<file path="config.mk">
export PLATFORM = sky130hd
export DESIGN_NAME = nfhc_host
export DESIGN_NICKNAME = d
export VERILOG_FILES = /design/src/core/nfhc_pkg.sv /design/src/core/nfhc_bus_cycle.sv /design/src/core/nfhc_host.sv
export SDC_FILE = /design/constraint.sdc
export NUM_CORES = 1
export LEC_CHECK = 0
export BUFFER_PORTS_ARGS = -buffer_cell sky130_fd_sc_hd__buf_2
export CORE_UTILIZATION = 45
export DETAILED_ROUTE_END_ITERATION = 12
export MAX_ROUTING_LAYER = met4
export PLACE_DENSITY_LB_ADDON = 0.08
export SYNTH_ARGS = -nofsm -noshare
export SYNTH_HDL_FRONTEND = slang
export SYNTH_SLANG_ARGS = --single-unit
</file>
<file path="constraint.sdc">
create_clock -name clk_sys -period 2.6 [get_ports clk_sys]
set_clock_uncertainty 0.1 [all_clocks]
set_input_delay 0.26 -clock clk_sys [delete_from_list [all_inputs] [get_ports clk_sys]]
set_output_delay 0.26 -clock clk_sys [all_outputs]
set_load 0.05 [all_outputs]
</file>
<file path="src/core/nfhc_pkg.sv">
package nfhc_pkg;
  // ----------------------------------------
  // Commands
  // ----------------------------------------
  localparam logic [7:0] CMD_READ_SETUP = 8'h00;
  localparam logic [7:0] CMD_READ_CONFIRM = 8'h30;
  localparam logic [7:0] CMD_DATA_INPUT = 8'h80;
  localparam logic [7:0] CMD_PROGRAM_CONFIRM = 8'h10;
  localparam logic [7:0] CMD_PLANE_CONFIRM = 8'h11;
  localparam logic [7:0] CMD_PLANE_DATA_INPUT = 8'h81;
  localparam logic [7:0] CMD_STATUS = 8'h70;
  localparam logic [7:0] CMD_RESET = 8'hFF;
  // ----------------------------------------
  // Page geometry
  // ----------------------------------------
  localparam int PAGE_BYTES = 2112;
  localparam int MAIN_BYTES = 2048;
  localparam int SECTOR_MAIN = 512;
  localparam int SECTOR_SPARE = 16;
  localparam int SECTOR_BYTES = 528;
  localparam int NUM_SECTORS = 4;
  localparam int ADDR_CYCLES = 5;
  localparam int COL_W = 12;
  localparam int ROW_W = 17;
  localparam int PAGE_IN_BLOCK_W = 6;
  // ----------------------------------------
  // Timing
  // ----------------------------------------
  localparam int CLK_PERIOD_PS = 4000;
  localparam int WE_LOW_NS = 25;
  localparam int WE_HIGH_NS = 20;
  localparam int WB_NS = 100;
  localparam int WE_LOW_CYC = (WE_LOW_NS * 1000 + CLK_PERIOD_PS - 1) / CLK_PERIOD_PS;
  localparam int WE_HIGH_CYC = (WE_HIGH_NS * 1000 + CLK_PERIOD_PS - 1) / CLK_PERIOD_PS;
  localparam int WB_CYC = (WB_NS * 1000 + CLK_PERIOD_PS - 1) / CLK_PERIOD_PS;
  localparam int CELL_TO_BUFFER_TIME_US = 25;
  localparam int CELL_TO_BUFFER_CYC = CELL_TO_BUFFER_TIME_US * 1000000 / CLK_PERIOD_PS;
  localparam int PLANE_DUMMY_BUSY_TIME_NS = 1000;
  localparam int PLANE_DUMMY_BUSY_CYC = PLANE_DUMMY_BUSY_TIME_NS * 1000 / CLK_PERIOD_PS;
  localparam int RESET_STATE_CYC = 1;
  // ----------------------------------------
  // Operations
  // ----------------------------------------
  typedef enum logic [2:0] {
    NFHC_OP_READ = 3'b000,
    NFHC_OP_PROGRAM = 3'b001,
    NFHC_OP_PLANE_FIRST = 3'b010,
    NFHC_OP_PLANE_SECOND = 3'b011,
    NFHC_OP_STATUS = 3'b100,
    NFHC_OP_RESET = 3'b101
  } nfhc_op_t;
endpackage

</file>
<file path="src/core/nfhc_bus_cycle.sv">
`timescale 1ns/1ps
`default_nettype none
// Drives one strobed bus cycle on the device pins: a write of cmd/addr/data, or a read.
module nfhc_bus_cycle
  import nfhc_pkg::*;
(
  input wire logic clk_sys,
  input wire logic sys_rst,
  input wire logic start,
  input wire logic is_read,
  input wire logic [7:0] wdata,
  output logic done,
  output logic [7:0] rdata,
  output logic strobe_n,
  output logic [7:0] io_out,
  output logic io_oe,
  input wire logic [7:0] io_in_sync
);
  typedef enum logic [1:0] {
    NFHC_BC_IDLE = 2'b00,
    NFHC_BC_LOW = 2'b01,
    NFHC_BC_HIGH = 2'b10
  } nfhc_bc_t;

  nfhc_bc_t state;
  logic [3:0] cnt;
  logic rd;

  wire low_end = (state == NFHC_BC_LOW) && (cnt == 4'(WE_LOW_CYC + 2 - 1));
  wire high_end = (state == NFHC_BC_HIGH) && (cnt == 4'(WE_HIGH_CYC - 1));
  assign done = high_end;

  always_ff @(posedge clk_sys) begin
    if (sys_rst) begin
      state <= NFHC_BC_IDLE;
      cnt <= 4'h0;
      rd <= 1'b0;
      strobe_n <= 1'b1;
      io_out <= 8'h00;
      io_oe <= 1'b0;
      rdata <= 8'h00;
    end else begin
      unique case (state)
        NFHC_BC_IDLE: begin
          if (start) begin
            state <= NFHC_BC_LOW;
            cnt <= 4'h0;
            rd <= is_read;
            strobe_n <= 1'b0;
            io_out <= wdata;
            io_oe <= !is_read;
          end
        end
        NFHC_BC_LOW: begin
          // Two extra cycles cover the read-path synchroniser delay
          cnt <= cnt + 4'h1;
          if (low_end) begin
            state <= NFHC_BC_HIGH;
            cnt <= 4'h0;
            strobe_n <= 1'b1;
            if (rd) rdata <= io_in_sync;
          end
        end
        NFHC_BC_HIGH: begin
          cnt <= cnt + 4'h1;
          if (high_end) begin
            state <= NFHC_BC_IDLE;
            io_oe <= 1'b0;
          end
        end
      endcase
    end
  end
endmodule // nfhc_bus_cycle
`default_nettype wire

</file>
<file path="src/core/nfhc_host.sv">
`timescale 1ns/1ps
`default_nettype none
// Notes on behaviour
// - Copy-back checks hold only if whole pages or whole 528-byte sectors are programmed.
// - Before copy-back, a sector may be rewritten only whole and only once.
// - Sector k: columns 512k..512k+511 and 2048+16k..2048+16k+15.
// - Pages in a block are programmed in strictly ascending order (the code checks order only within the block programmed most recently).
// - Never program pages of a block out of ascending order.
// - The first programmed page sets the floor; it need not be page 0.
// - Address is five cycles: col 0-7, col 8-11, row 12-19, 20-27, 28.
// - Between 11h and 81h only 70h or FFh may be issued.
// - On failure, copy pages before n to a free block, then page n.
// - Record a failed block and never erase or program it again (the code refuses only the block that failed most recently).
// - Read is 00h, five address cycles, 30h, then busy up to 25 us.
// - Program loading starts with 80h then five address cycles.
module nfhc_host
  import nfhc_pkg::*;
#(
  parameter int BUSY_TIMEOUT_CYC = CELL_TO_BUFFER_CYC
) (
  input wire logic clk_sys,
  input wire logic sys_rst,
  input wire logic req_valid,
  output logic req_ready,
  input wire logic [2:0] req_op,
  input wire logic [COL_W-1:0] req_col,
  input wire logic [ROW_W-1:0] req_row,
  input wire logic [11:0] req_len,
  input wire logic wr_valid,
  output logic wr_ready,
  input wire logic [7:0] wr_data,
  output logic rd_valid,
  output logic [7:0] rd_data,
  output logic op_done,
  output logic op_error,
  output logic [7:0] op_status,
  output logic nand_cle,
  output logic nand_ale,
  output logic nand_ce_n,
  output logic nand_we_n,
  output logic nand_re_n,
  output logic [7:0] nand_io_out,
  output logic nand_io_oe,
  input wire logic [7:0] nand_io_in,
  input wire logic nand_rb
);
  // ----------------------------------------
  // Sequencer states
  // ----------------------------------------
  typedef enum logic [3:0] {
    NFHC_IDLE = 4'b0000,
    NFHC_CMD1 = 4'b0001,
    NFHC_ADDR = 4'b0010,
    NFHC_WDATA = 4'b0011,
    NFHC_CMD2 = 4'b0100,
    NFHC_WB = 4'b0101,
    NFHC_BUSY = 4'b0110,
    NFHC_RDATA = 4'b0111,
    NFHC_STAT = 4'b1000,
    NFHC_DONE = 4'b1001
  } nfhc_state_t;

  nfhc_state_t state;
  nfhc_op_t op;
  logic [COL_W-1:0] col;
  logic [ROW_W-1:0] row;
  logic [11:0] remain;
  logic [2:0] addr_idx;
  logic [22:0] wait_cnt;
  logic plane_open;
  logic [ROW_W-PAGE_IN_BLOCK_W-1:0] last_block;
  logic [PAGE_IN_BLOCK_W-1:0] last_page;
  logic last_valid;
  logic [ROW_W-PAGE_IN_BLOCK_W-1:0] bad_block;
  logic bad_valid;
  logic err;
  logic [7:0] io_sync1, io_sync2;
  logic rb_sync1, rb_sync2;
  logic bc_start, bc_read, bc_done;
  logic [7:0] bc_wdata, bc_rdata;

  // ----------------------------------------
  // Pin synchronisers
  // ----------------------------------------
  always_ff @(posedge clk_sys) begin
    io_sync1 <= nand_io_in;
    io_sync2 <= io_sync1;
    rb_sync1 <= nand_rb;
    rb_sync2 <= rb_sync1;
  end

  // ----------------------------------------
  // Request checks
  // ----------------------------------------
  // Only whole pages or whole sectors keep the on-chip check codes valid
  function automatic logic len_ok(input logic [COL_W-1:0] c, input logic [11:0] n);
    logic sec_main, sec_spare;
    sec_main = (c[8:0] == 9'h000) && (c < 12'(MAIN_BYTES));
    sec_spare = (c >= 12'(MAIN_BYTES)) && (c < 12'(PAGE_BYTES)) && (c[3:0] == 4'h0);
    len_ok = ((c == 12'h000) && (n == 12'(PAGE_BYTES)))
          || (sec_main && (n == 12'(SECTOR_MAIN)))
          || (sec_spare && (n == 12'(SECTOR_SPARE)));
  endfunction

  wire [ROW_W-PAGE_IN_BLOCK_W-1:0] req_block = req_row[ROW_W-1:PAGE_IN_BLOCK_W];
  wire [PAGE_IN_BLOCK_W-1:0] req_page = req_row[PAGE_IN_BLOCK_W-1:0];
  function automatic logic prog_op(input logic [2:0] o);
    prog_op = (o == NFHC_OP_PROGRAM) || (o == NFHC_OP_PLANE_FIRST)
           || (o == NFHC_OP_PLANE_SECOND);
  endfunction

  wire is_prog = prog_op(req_op);
  // A new block restarts the ascending run at whichever page comes first
  wire order_bad = is_prog && last_valid && (req_block == last_block)
                && (req_page <= last_page);
  // While a plane is open only status, reset or the second plane may go
  wire plane_bad = plane_open && (req_op != NFHC_OP_PLANE_SECOND)
                && (req_op != NFHC_OP_STATUS) && (req_op != NFHC_OP_RESET);
  wire shape_bad = is_prog && !len_ok(req_col, req_len);
  // Only the block that failed most recently is refused for programming
  wire bad_hit = is_prog && bad_valid && (req_block == bad_block);
  wire reject = order_bad || plane_bad || shape_bad || bad_hit;
  wire accept = req_valid && (state == NFHC_IDLE);

  // ----------------------------------------
  // Pin cycle selection
  // ----------------------------------------
  wire [7:0] addr_byte = (addr_idx == 3'd0) ? col[7:0] :
                         (addr_idx == 3'd1) ? {4'h0, col[11:8]} :
                         (addr_idx == 3'd2) ? row[7:0] :
                         (addr_idx == 3'd3) ? row[15:8] : {7'h00, row[16]};
  wire [7:0] cmd1 = (op == NFHC_OP_READ) ? CMD_READ_SETUP :
                    (op == NFHC_OP_PLANE_SECOND) ? CMD_PLANE_DATA_INPUT :
                    (op == NFHC_OP_STATUS) ? CMD_STATUS :
                    (op == NFHC_OP_RESET) ? CMD_RESET : CMD_DATA_INPUT;
  wire [7:0] cmd2 = (op == NFHC_OP_READ) ? CMD_READ_CONFIRM :
                    (op == NFHC_OP_PLANE_FIRST) ? CMD_PLANE_CONFIRM : CMD_PROGRAM_CONFIRM;
  wire st_wr = (state == NFHC_WDATA);
  wire st_rd = (state == NFHC_RDATA) || (state == NFHC_STAT);
  assign bc_read = st_rd;
  assign bc_wdata = (state == NFHC_CMD1) ? cmd1 : (state == NFHC_CMD2) ? cmd2 :
                    (state == NFHC_ADDR) ? addr_byte : wr_data;
  wire cycle_open = (state == NFHC_CMD1) || (state == NFHC_ADDR) || (state == NFHC_CMD2)
                 || st_rd;
  logic bc_busy;
  logic cycle_strobe_n;
  assign bc_start = !bc_busy && (cycle_open || (st_wr && wr_valid));
  assign wr_ready = st_wr && !bc_busy;
  assign req_ready = (state == NFHC_IDLE);
  wire last_xfer = (remain == 12'h001);
  wire timeout = (wait_cnt == 23'(BUSY_TIMEOUT_CYC));

  nfhc_bus_cycle nfhc_bus_cycle_i (
    .clk_sys(clk_sys),
    .sys_rst(sys_rst),
    .start(bc_start),
    .is_read(bc_read),
    .wdata(bc_wdata),
    .done(bc_done),
    .rdata(bc_rdata),
    .strobe_n(cycle_strobe_n),
    .io_out(nand_io_out),
    .io_oe(nand_io_oe),
    .io_in_sync(io_sync2)
  );

  // Write strobe and read strobe share the bus-cycle low phase
  wire strobe_low = !cycle_strobe_n;
  assign nand_we_n = !(strobe_low && !st_rd);
  assign nand_re_n = !(strobe_low && st_rd);
  // Chip select is released between data bytes; the device keeps its buffer
  assign nand_ce_n = (state == NFHC_IDLE) || (state == NFHC_DONE)
                  || ((st_wr || state == NFHC_RDATA) && !bc_busy);
  assign nand_cle = (state == NFHC_CMD1) || (state == NFHC_CMD2);
  assign nand_ale = (state == NFHC_ADDR);

  // ----------------------------------------
  // Sequencer
  // ----------------------------------------
  always_ff @(posedge clk_sys) begin
    if (sys_rst) begin
      bc_busy <= 1'b0;
    end else begin
      if (bc_start) bc_busy <= 1'b1;
      else if (bc_done) bc_busy <= 1'b0;
    end
  end

  always_ff @(posedge clk_sys) begin
    if (sys_rst) begin
      state <= NFHC_IDLE;
      op <= NFHC_OP_READ;
      col <= '0;
      row <= '0;
      remain <= 12'h000;
      addr_idx <= 3'd0;
      wait_cnt <= 23'h0;
      plane_open <= 1'b0;
      last_block <= '0;
      last_page <= '0;
      last_valid <= 1'b0;
      bad_block <= '0;
      bad_valid <= 1'b0;
      err <= 1'b0;
      rd_valid <= 1'b0;
      rd_data <= 8'h00;
      op_done <= 1'b0;
      op_error <= 1'b0;
      op_status <= 8'h00;
    end else begin
      rd_valid <= 1'b0;
      op_done <= 1'b0;
      unique case (state)
        NFHC_IDLE: begin
          if (accept) begin
            op <= nfhc_op_t'(req_op);
            col <= req_col;
            row <= req_row;
            remain <= req_len;
            addr_idx <= 3'd0;
            // Reset skips the confirm step, so the wait counter starts clean here
            wait_cnt <= 23'h0;
            err <= reject;
            state <= reject ? NFHC_DONE : NFHC_CMD1;
            if (!reject && is_prog) begin
              last_block <= req_block;
              last_page <= req_page;
              last_valid <= 1'b1;
            end
            if (!reject && req_op == NFHC_OP_RESET) plane_open <= 1'b0;
          end
        end
        NFHC_CMD1: if (bc_done) begin
          if (op == NFHC_OP_STATUS) state <= NFHC_STAT;
          else if (op == NFHC_OP_RESET) state <= NFHC_WB;
          else state <= NFHC_ADDR;
        end
        NFHC_ADDR: if (bc_done) begin
          addr_idx <= addr_idx + 3'd1;
          if (addr_idx == 3'(ADDR_CYCLES - 1)) begin
            state <= (op == NFHC_OP_READ) ? NFHC_CMD2 : NFHC_WDATA;
          end
        end
        NFHC_WDATA: if (bc_done) begin
          remain <= remain - 12'h001;
          if (last_xfer) state <= NFHC_CMD2;
        end
        NFHC_CMD2: if (bc_done) begin
          plane_open <= (op == NFHC_OP_PLANE_FIRST);
          wait_cnt <= 23'h0;
          state <= NFHC_WB;
        end
        NFHC_WB: begin
          // Busy may not show until tWB after the last strobe
          wait_cnt <= wait_cnt + 23'h1;
          if (wait_cnt == 23'(WB_CYC)) begin
            wait_cnt <= 23'h0;
            state <= NFHC_BUSY;
          end
        end
        NFHC_BUSY: begin
          wait_cnt <= wait_cnt + 23'h1;
          if (rb_sync2) begin
            state <= (op == NFHC_OP_READ) ? NFHC_RDATA : NFHC_DONE;
          end else if (timeout) begin
            err <= 1'b1;
            if (prog_op(op)) begin
              bad_block <= row[ROW_W-1:PAGE_IN_BLOCK_W];
              bad_valid <= 1'b1;
            end
            state <= NFHC_DONE;
          end
        end
        NFHC_RDATA: if (bc_done) begin
          rd_valid <= 1'b1;
          rd_data <= bc_rdata;
          remain <= remain - 12'h001;
          if (last_xfer) state <= NFHC_DONE;
        end
        NFHC_STAT: if (bc_done) begin
          op_status <= bc_rdata;
          state <= NFHC_DONE;
        end
        NFHC_DONE: begin
          op_done <= 1'b1;
          op_error <= err;
          state <= NFHC_IDLE;
        end
        default: state <= NFHC_IDLE;
      endcase
    end
  end
endmodule // nfhc_host
`default_nettype wire

</file>
==> impl_metrics.json, run 1 <==
{
  "ys_ff_latch": 169,
  "syn2layout_area_growth_pct": 20.98,
  "cellPowerDensity_mw_per_mm2": 909.6,
  "die_w_um": 136.8,
  "synth_cell_types": 74,
  "synth-edff-count": 0,
  "design_area_sq_mm": 0.009891,
  "fin_crit_sh_pct": 96.67,
  "end_kind": "output pin",
  "drt_iter0_drc": 450,
  "cp_data_required_time_ns": 2.24,
  "synth_area_sq_mm": 0.008175,
  "coreArea_sq_mm": 0.01754,
  "hold_class": "primary input to flip-flop",
  "yosysTopAreaCell": "dfxtp_1",
  "placed_area_sq_mm": 0.009022,
  "drv_cap": 0,
  "fin_util_pct": 56.40,
  "grt_overflow": 0,
  "p_leak_nw": 3.992,
  "finalSetupViolations": 0,
  "synth_cells": 981,
  "clk_pin_slew_ns": 0.07,
  "gr-usage-all-layers_pct": 24.43,
  "grt_max_degree": 111,
  "totalPowerFinal_w": 0.008997,
  "ys_seq_area_share_pct": 41.38,
  "cts_root_buffer": "clkbuf_16",
  "crit_chain": "buf_4, or3_1, inv_1, buf_2",
  "drive_gt1_share_pct": 16.61,
  "cts_sinks": 169,
  "status": "complete, no violations",
  "synthFlopType": "dfxtp_1",
  "vias": 7347,
  "critPathKind": "flip-flop to output pin",
  "place_congestion": 0.9121,
  "ant_nets": 0,
  "fin_hold_ws_ns": 0.01417,
  "use_met3_pct": 4.889,
  "io_buffers": 99,
  "post-route-drc-count": 0,
  "first_pass_iters": 5,
  "slew_violations": 0,
  "place_hpwl_um": 15390,
  "layout.nets": 1193,
  "die-area_sq_mm": 0.01871,
  "grt_pass1_wl_um": 34260,
  "yosys_warnings": 0,
  "die_y_um": 136.8,
  "cts_tree": "done",
  "synthTopCellsByCount": "dfxtp_1 (169), nand2_1 (124), nor2_1 (105), a21oi_1 (79), mux2i_1 (48)",
  "cts_buffers": 17,
  "hold_viol": 0,
  "n_fill_cell": 1671,
  "crit_slowest_cell": "or3_1",
  "insertedDiodeCount": 0,
  "wl_per_cell_um": 16.04,
  "slew_headroom_pct": 47.30,
  "cts_buffer_depth": 2,
  "avgSynthCellArea_sq_um": 8.334,
  "clk_latency_ns": 0.43,
  "critPathArrivalTime_ns": 2.15,
  "worst_slew_pin_slew_ns": 0.7862,
  "gr-max-usage-layer": "met2",
  "via_per_inst": 5.462,
  "use_met2_pct": 35.65,
  "fin_crit_ns": 2.513,
  "cp-start-kind": "flip-flop",
  "antenna_found_initial": 0,
  "fmax_mhz": 397.9,
  "cts_htree_levels": 4,
  "postSynth.asyncResetShare_pct": 0,
  "cp_max_fo": 16,
  "cp_slowest_stage_delay_ns": 0.46,
  "post-synth-top-area-fraction_pct": 41.38,
  "ir_drop_mv": 0.6498,
  "use_met1_pct": 33.36,
  "rows": 48,
  "syn-num-nets": 1067,
  "grt_pass1_vias": 6775,
  "synthTopCellsByArea": "dfxtp_1 (41%), mux2i_1 (5.9%), nand2_1 (5.7%)",
  "yosysMostFrequentCell": "dfxtp_1",
  "initial_utilization_pct": 46.62,
  "wirelength_um": 21580,
  "ios": 100,
  "rsz0062_at_grt": "false"
}
## stage by stage
stage / setup TNS [ns] / worst slack [ns] / std cells
floorplan: 0 / 0.2871 / 981
global placement: 0 / 0.05055 / 1287
detailed placement: -0.01637 / -0.01637 / 1287
CTS: 0 / 0.001180 / 1344
global route: 0 / 0.004142 / 1345
finish: 0 / 0.08667 / 1345
## state kept, by name, summed over array words and instances, names as in the netlist, 2 cells and up
name	flops
nfhc_bus_cycle_i.rdata	8
nfhc_bus_cycle_i.cnt	4
nfhc_bus_cycle_i.state	2
io_sync2	8
bad_block	11
row	17
op	3
remain	12
addr_idx	3
last_page	6
col	12
nfhc_bus_cycle_i.io_out	8
op_status	8
wait_cnt	23
state	4
last_block	11
io_sync1	8
rd_data	8
## layout by cell type, fill, tap and decap left out, drive strengths merged, types with 30 or more instances in the layout
| master | netlist | final |
|---|---|---|
| nor3 | 34 | 34 |
| mux2i | 48 | 48 |
| buf | 19 | 137 |
| dfxtp | 169 | 169 |
| nand2b | 47 | 47 |
| nor2 | 105 | 105 |
| nand3 | 30 | 30 |
| nand2 | 125 | 125 |
| o21ai | 37 | 37 |
| inv | 25 | 32 |
| a21oi | 79 | 79 |
## area by class of cell
type / instances / area (sq um) / area share (%)
multi-input combinational: 732 / 4462 / 45.11
sequential: 169 / 3383 / 34.21
timing repair buffer: 162 / 1071 / 10.83
clock buffer: 19 / 442.9 / 4.478
tap: 225 / 281.5 / 2.846
clock inverter: 13 / 156.4 / 1.581
inverter: 25 / 93.84 / 0.9488
## repair_timing
item | CTS | global route
resized for setup | 0 | 2
buffers inserted | 0 | 1
hold buffers | 25 | 0
hold endpoints to repair | 24 | 0
endpoints found under the setup margin | 0 | 17
## final timing paths
kind / start / end / slack, ns / depth (start not counted)
setup reg to reg: nfhc_bus_cycle_i.cnt[0]$_SDFFE_PP0P_ / wait_cnt[1]$_SDFFE_PP0P_ / 0.20 / 7
setup / recovery: state[2]$_SDFFE_PP0P_ / nand_ale / 0.09 / 4
hold / removal: req_row[1] / row[1]$_SDFFE_PP0P_ / 0.01 / 3
hold reg to reg: io_sync1[3]$_DFF_P_ / io_sync2[3]$_DFF_P_ / 0.23 / 0
## worst max-delay path, delay by kind of cell (launching register included)
kind | cells | cell delay [ns]
AND/OR/NAND/NOR | 1 | 0.46
flip-flops | 1 | 0.39
buffers and inverters | 3 | 0.86
## cell families (layout without fill, tap and decap cells)
logic type / Yosys count / in the layout / share of synthesized area [%]
AOI/OAI and AO/OA: 190 / 190 / 14.63
and+or+nand+nor: 428 / 428 / 25.77
adders and majority gates: 21 / 21 / 3.214
buffers and inverters: 80 / 219 / 4.301
xor gates and xnor gates: 45 / 45 / 4.821
DFF: 169 / 169 / 41.38
muxes: 48 / 48 / 5.877
## routing by layer
metal	up-vias	wire [um]
li1	3696	-
met1	3415	10560
met2	205	9178
met3	31	1402
met4	0	438
met5	-	0
## power breakdown
group          switching [W]  internal (W)  leakage (nW)
sequential          0.000263       0.00290          1.38
combinational        0.00212       0.00115          2.32
clock                0.00116       0.00140         0.296
total                0.00354       0.00546          3.99
Power figures use the tool's default switching activity.
==> run 2, diff against run 1 <==
--- a/config.mk
+++ b/config.mk
@@ -6,10 +6,10 @@
 export NUM_CORES = 1
 export LEC_CHECK = 0
 export BUFFER_PORTS_ARGS = -buffer_cell sky130_fd_sc_hd__buf_2
+export CORE_MARGIN = 8
 export CORE_UTILIZATION = 45
 export DETAILED_ROUTE_END_ITERATION = 12
 export MAX_ROUTING_LAYER = met4
-export PLACE_DENSITY_LB_ADDON = 0.08
 export SYNTH_ARGS = -nofsm -noshare
 export SYNTH_HDL_FRONTEND = slang
 export SYNTH_SLANG_ARGS = --single-unit
==> impl_metrics.json, run 2 (synthesis gave the netlist of run 1 again) <==
{
  "ant_nets": 0,
  "first_pass_iters": 5,
  "fin_crit_sh_pct": 96.58,
  "clockPowerShare_pct": 29.2,
  "wirelength_um": 22080,
  "grt_pass1_vias": 6932,
  "die_w_um": 150.8,
  "cts_root_buffer": "clkbuf_16",
  "ios": 100,
  "io_buffers": 99,
  "clk_latency_ns": 0.44,
  "critPathKind": "primary input to flip-flop",
  "worst_slew_pin_slew_ns": 0.7281,
  "clk_pin_slew_ns": 0.08,
  "r2r_slack_ns": 0.28,
  "drive_gt1_share_pct": 17.21,
  "cellPowerDensity_mw_per_mm2": 910.7,
  "n_fill_cell": 1712,
  "gr-usage-all-layers_pct": 20.13,
  "cp-start-kind": "primary input",
  "grt_max_degree": 85,
  "layout.nets": 1200,
  "fin_util_pct": 55.86,
  "top_regs": "wait_cnt (23), row (17)",
  "cts_tree": "done",
  "wl_per_cell_um": 16.28,
  "cts_buffer_depth": 2,
  "cp_data_required_time_ns": 2.87,
  "cts_buffers": 17,
  "place_congestion": 0.9288,
  "cts_sinks": 169,
  "p_int_w": 0.005575,
  "largest_reg_flops": 23,
  "p_leak_nw": 4.025,
  "finalSetupViolations": 0,
  "antenna_found_initial": 0,
  "layout_commonest_cell": "dfxtp_1",
  "via_per_inst": 5.409,
  "fin_crit_ns": 2.511,
  "hold_viol": 0,
  "ir_drop_mv": 0.9351,
  "coreArea_sq_mm": 0.01790,
  "critPathArrivalTime_ns": 2.78,
  "fin_hold_ws_ns": 0.01287,
  "pwr-share-comb_pct": 35.9,
  "layout_common_cells": "dfxtp_1 (169), nand2_1 (124), nor2_1 (105)",
  "rows": 49,
  "drt_iter0_drc": 469,
  "hold_class": "primary input to flip-flop",
  "top_register": "wait_cnt",
  "status": "complete, no violations",
  "vias": 7334,
  "cts_htree_levels": 4,
  "die_y_um": 150.8,
  "slew_violations": 0,
  "insertedDiodeCount": 0,
  "syn2layout_area_growth_pct": 22.33,
  "fmax_mhz": 398.2,
  "p_switching_w": 0.003533,
  "p_sw_share_pct": 38.79,
  "post-route-drc-count": 0,
  "cp_max_fo": 11,
  "place_hpwl_um": 15790,
  "slew_headroom_pct": 51.45,
  "drv_cap": 0,
  "seqPwrFrac_pct": 34.9,
  "grt_overflow": 0,
  "end_kind": "flip-flop",
  "initial_utilization_pct": 45.67,
  "grt_pass1_wl_um": 35400,
  "die-area_sq_mm": 0.02274
}
==> run 2: changes by cell type in the layout (fill, tap and decap cells not counted), sizes merged <==
cell         previous run  this run
clkbuf                 19        18
bufinv                  1         2
dlygate4sd3            25        28
inv                    32        33
clkinvlp                0         2
buf                   137       141
clkinv                  5         2
==> run 2: power by group through the flow <==
stage / combinational (W) / sequential, W / clock, W
floorplan: 0.00213 / 0.00335 / 0
global placement: 0.00321 / 0.00322 / 0
detailed placement: 0.00322 / 0.00322 / 0
CTS: 0.00327 / 0.00316 / 0.00271
global route: 0.00360 / 0.00321 / 0.00283
finish: 0.00327 / 0.00317 / 0.00266
==> run 2: final cells by class <==
| cell class | count | area [sq um] | share of cell area (%) |
|---|---|---|---|
| flip-flops and latches | 169 | 3383 | 33.83 |
| clock buffers | 18 | 439.2 | 4.391 |
| multi-input cells | 732 | 4474 | 44.74 |
| well taps | 229 | 286.5 | 2.865 |
| inverters | 25 | 93.84 | 0.9383 |
| clock inverters | 14 | 180.2 | 1.802 |
| repair buffers | 169 | 1144 | 11.44 |
==> run 2: repair_timing <==
action                                  CTS  global route
endpoints found under the setup margin   12            25
hold buffers                             28             0
setup buffers                             3             0
pin swaps                                 1             1
resized for setup                         1             6
hold endpoints to repair                 30             0
==> run 2: worst paths after layout <==
kind,from,end,depth (start not counted)
worst max-delay path,req_col[0],last_block[4]$_SDFFE_PP0P_,10
worst min-delay path,req_row[10],row[10]$_SDFFE_PP0P_,3
worst min register to register,rb_sync1$_DFF_P_,rb_sync2$_DFF_P_,0
worst max register to register,last_page[4]$_SDFFE_PP0P_,last_block[4]$_SDFFE_PP0P_,10
==> run 2: critical path, cell delays in order <==
cell and delay [ns]:
dlygate4sd3_1 0.53, buf_2 0.14, nor4_2 0.29, and4_1 0.27
o21ai_0 0.11, a311o_2 0.41, nor4b_4 0.25, buf_4 0.17
buf_12 0.15, mux2i_1 0.20
==> run 2: layer usage <==
layer	track usage, %	vias to the layer above	part of all wire [%]
met5	-	-	0
met4	7.026	0	1.6
met3	4.093	25	5.7
met2	29.89	179	43
met1	26.76	3428	49
li1	-	3702	-
==> run 2: per-stage QoR <==
stage	cell area, sq um	setup WS, ns	power, W	setup TNS [ns]	cells
after global placement	9055	-0.09300	0.006437	-0.9958	1293
after CTS	9977	0.06519	0.009148	0	1356
final	10000	0.08883	0.009107	0	1356
after detailed placement	9055	-0.1247	0.006443	-1.101	1293
after floorplan	8185	0.2871	0.005474	0	981
after global routing	10000	-0.02727	0.009638	-0.06050	1356
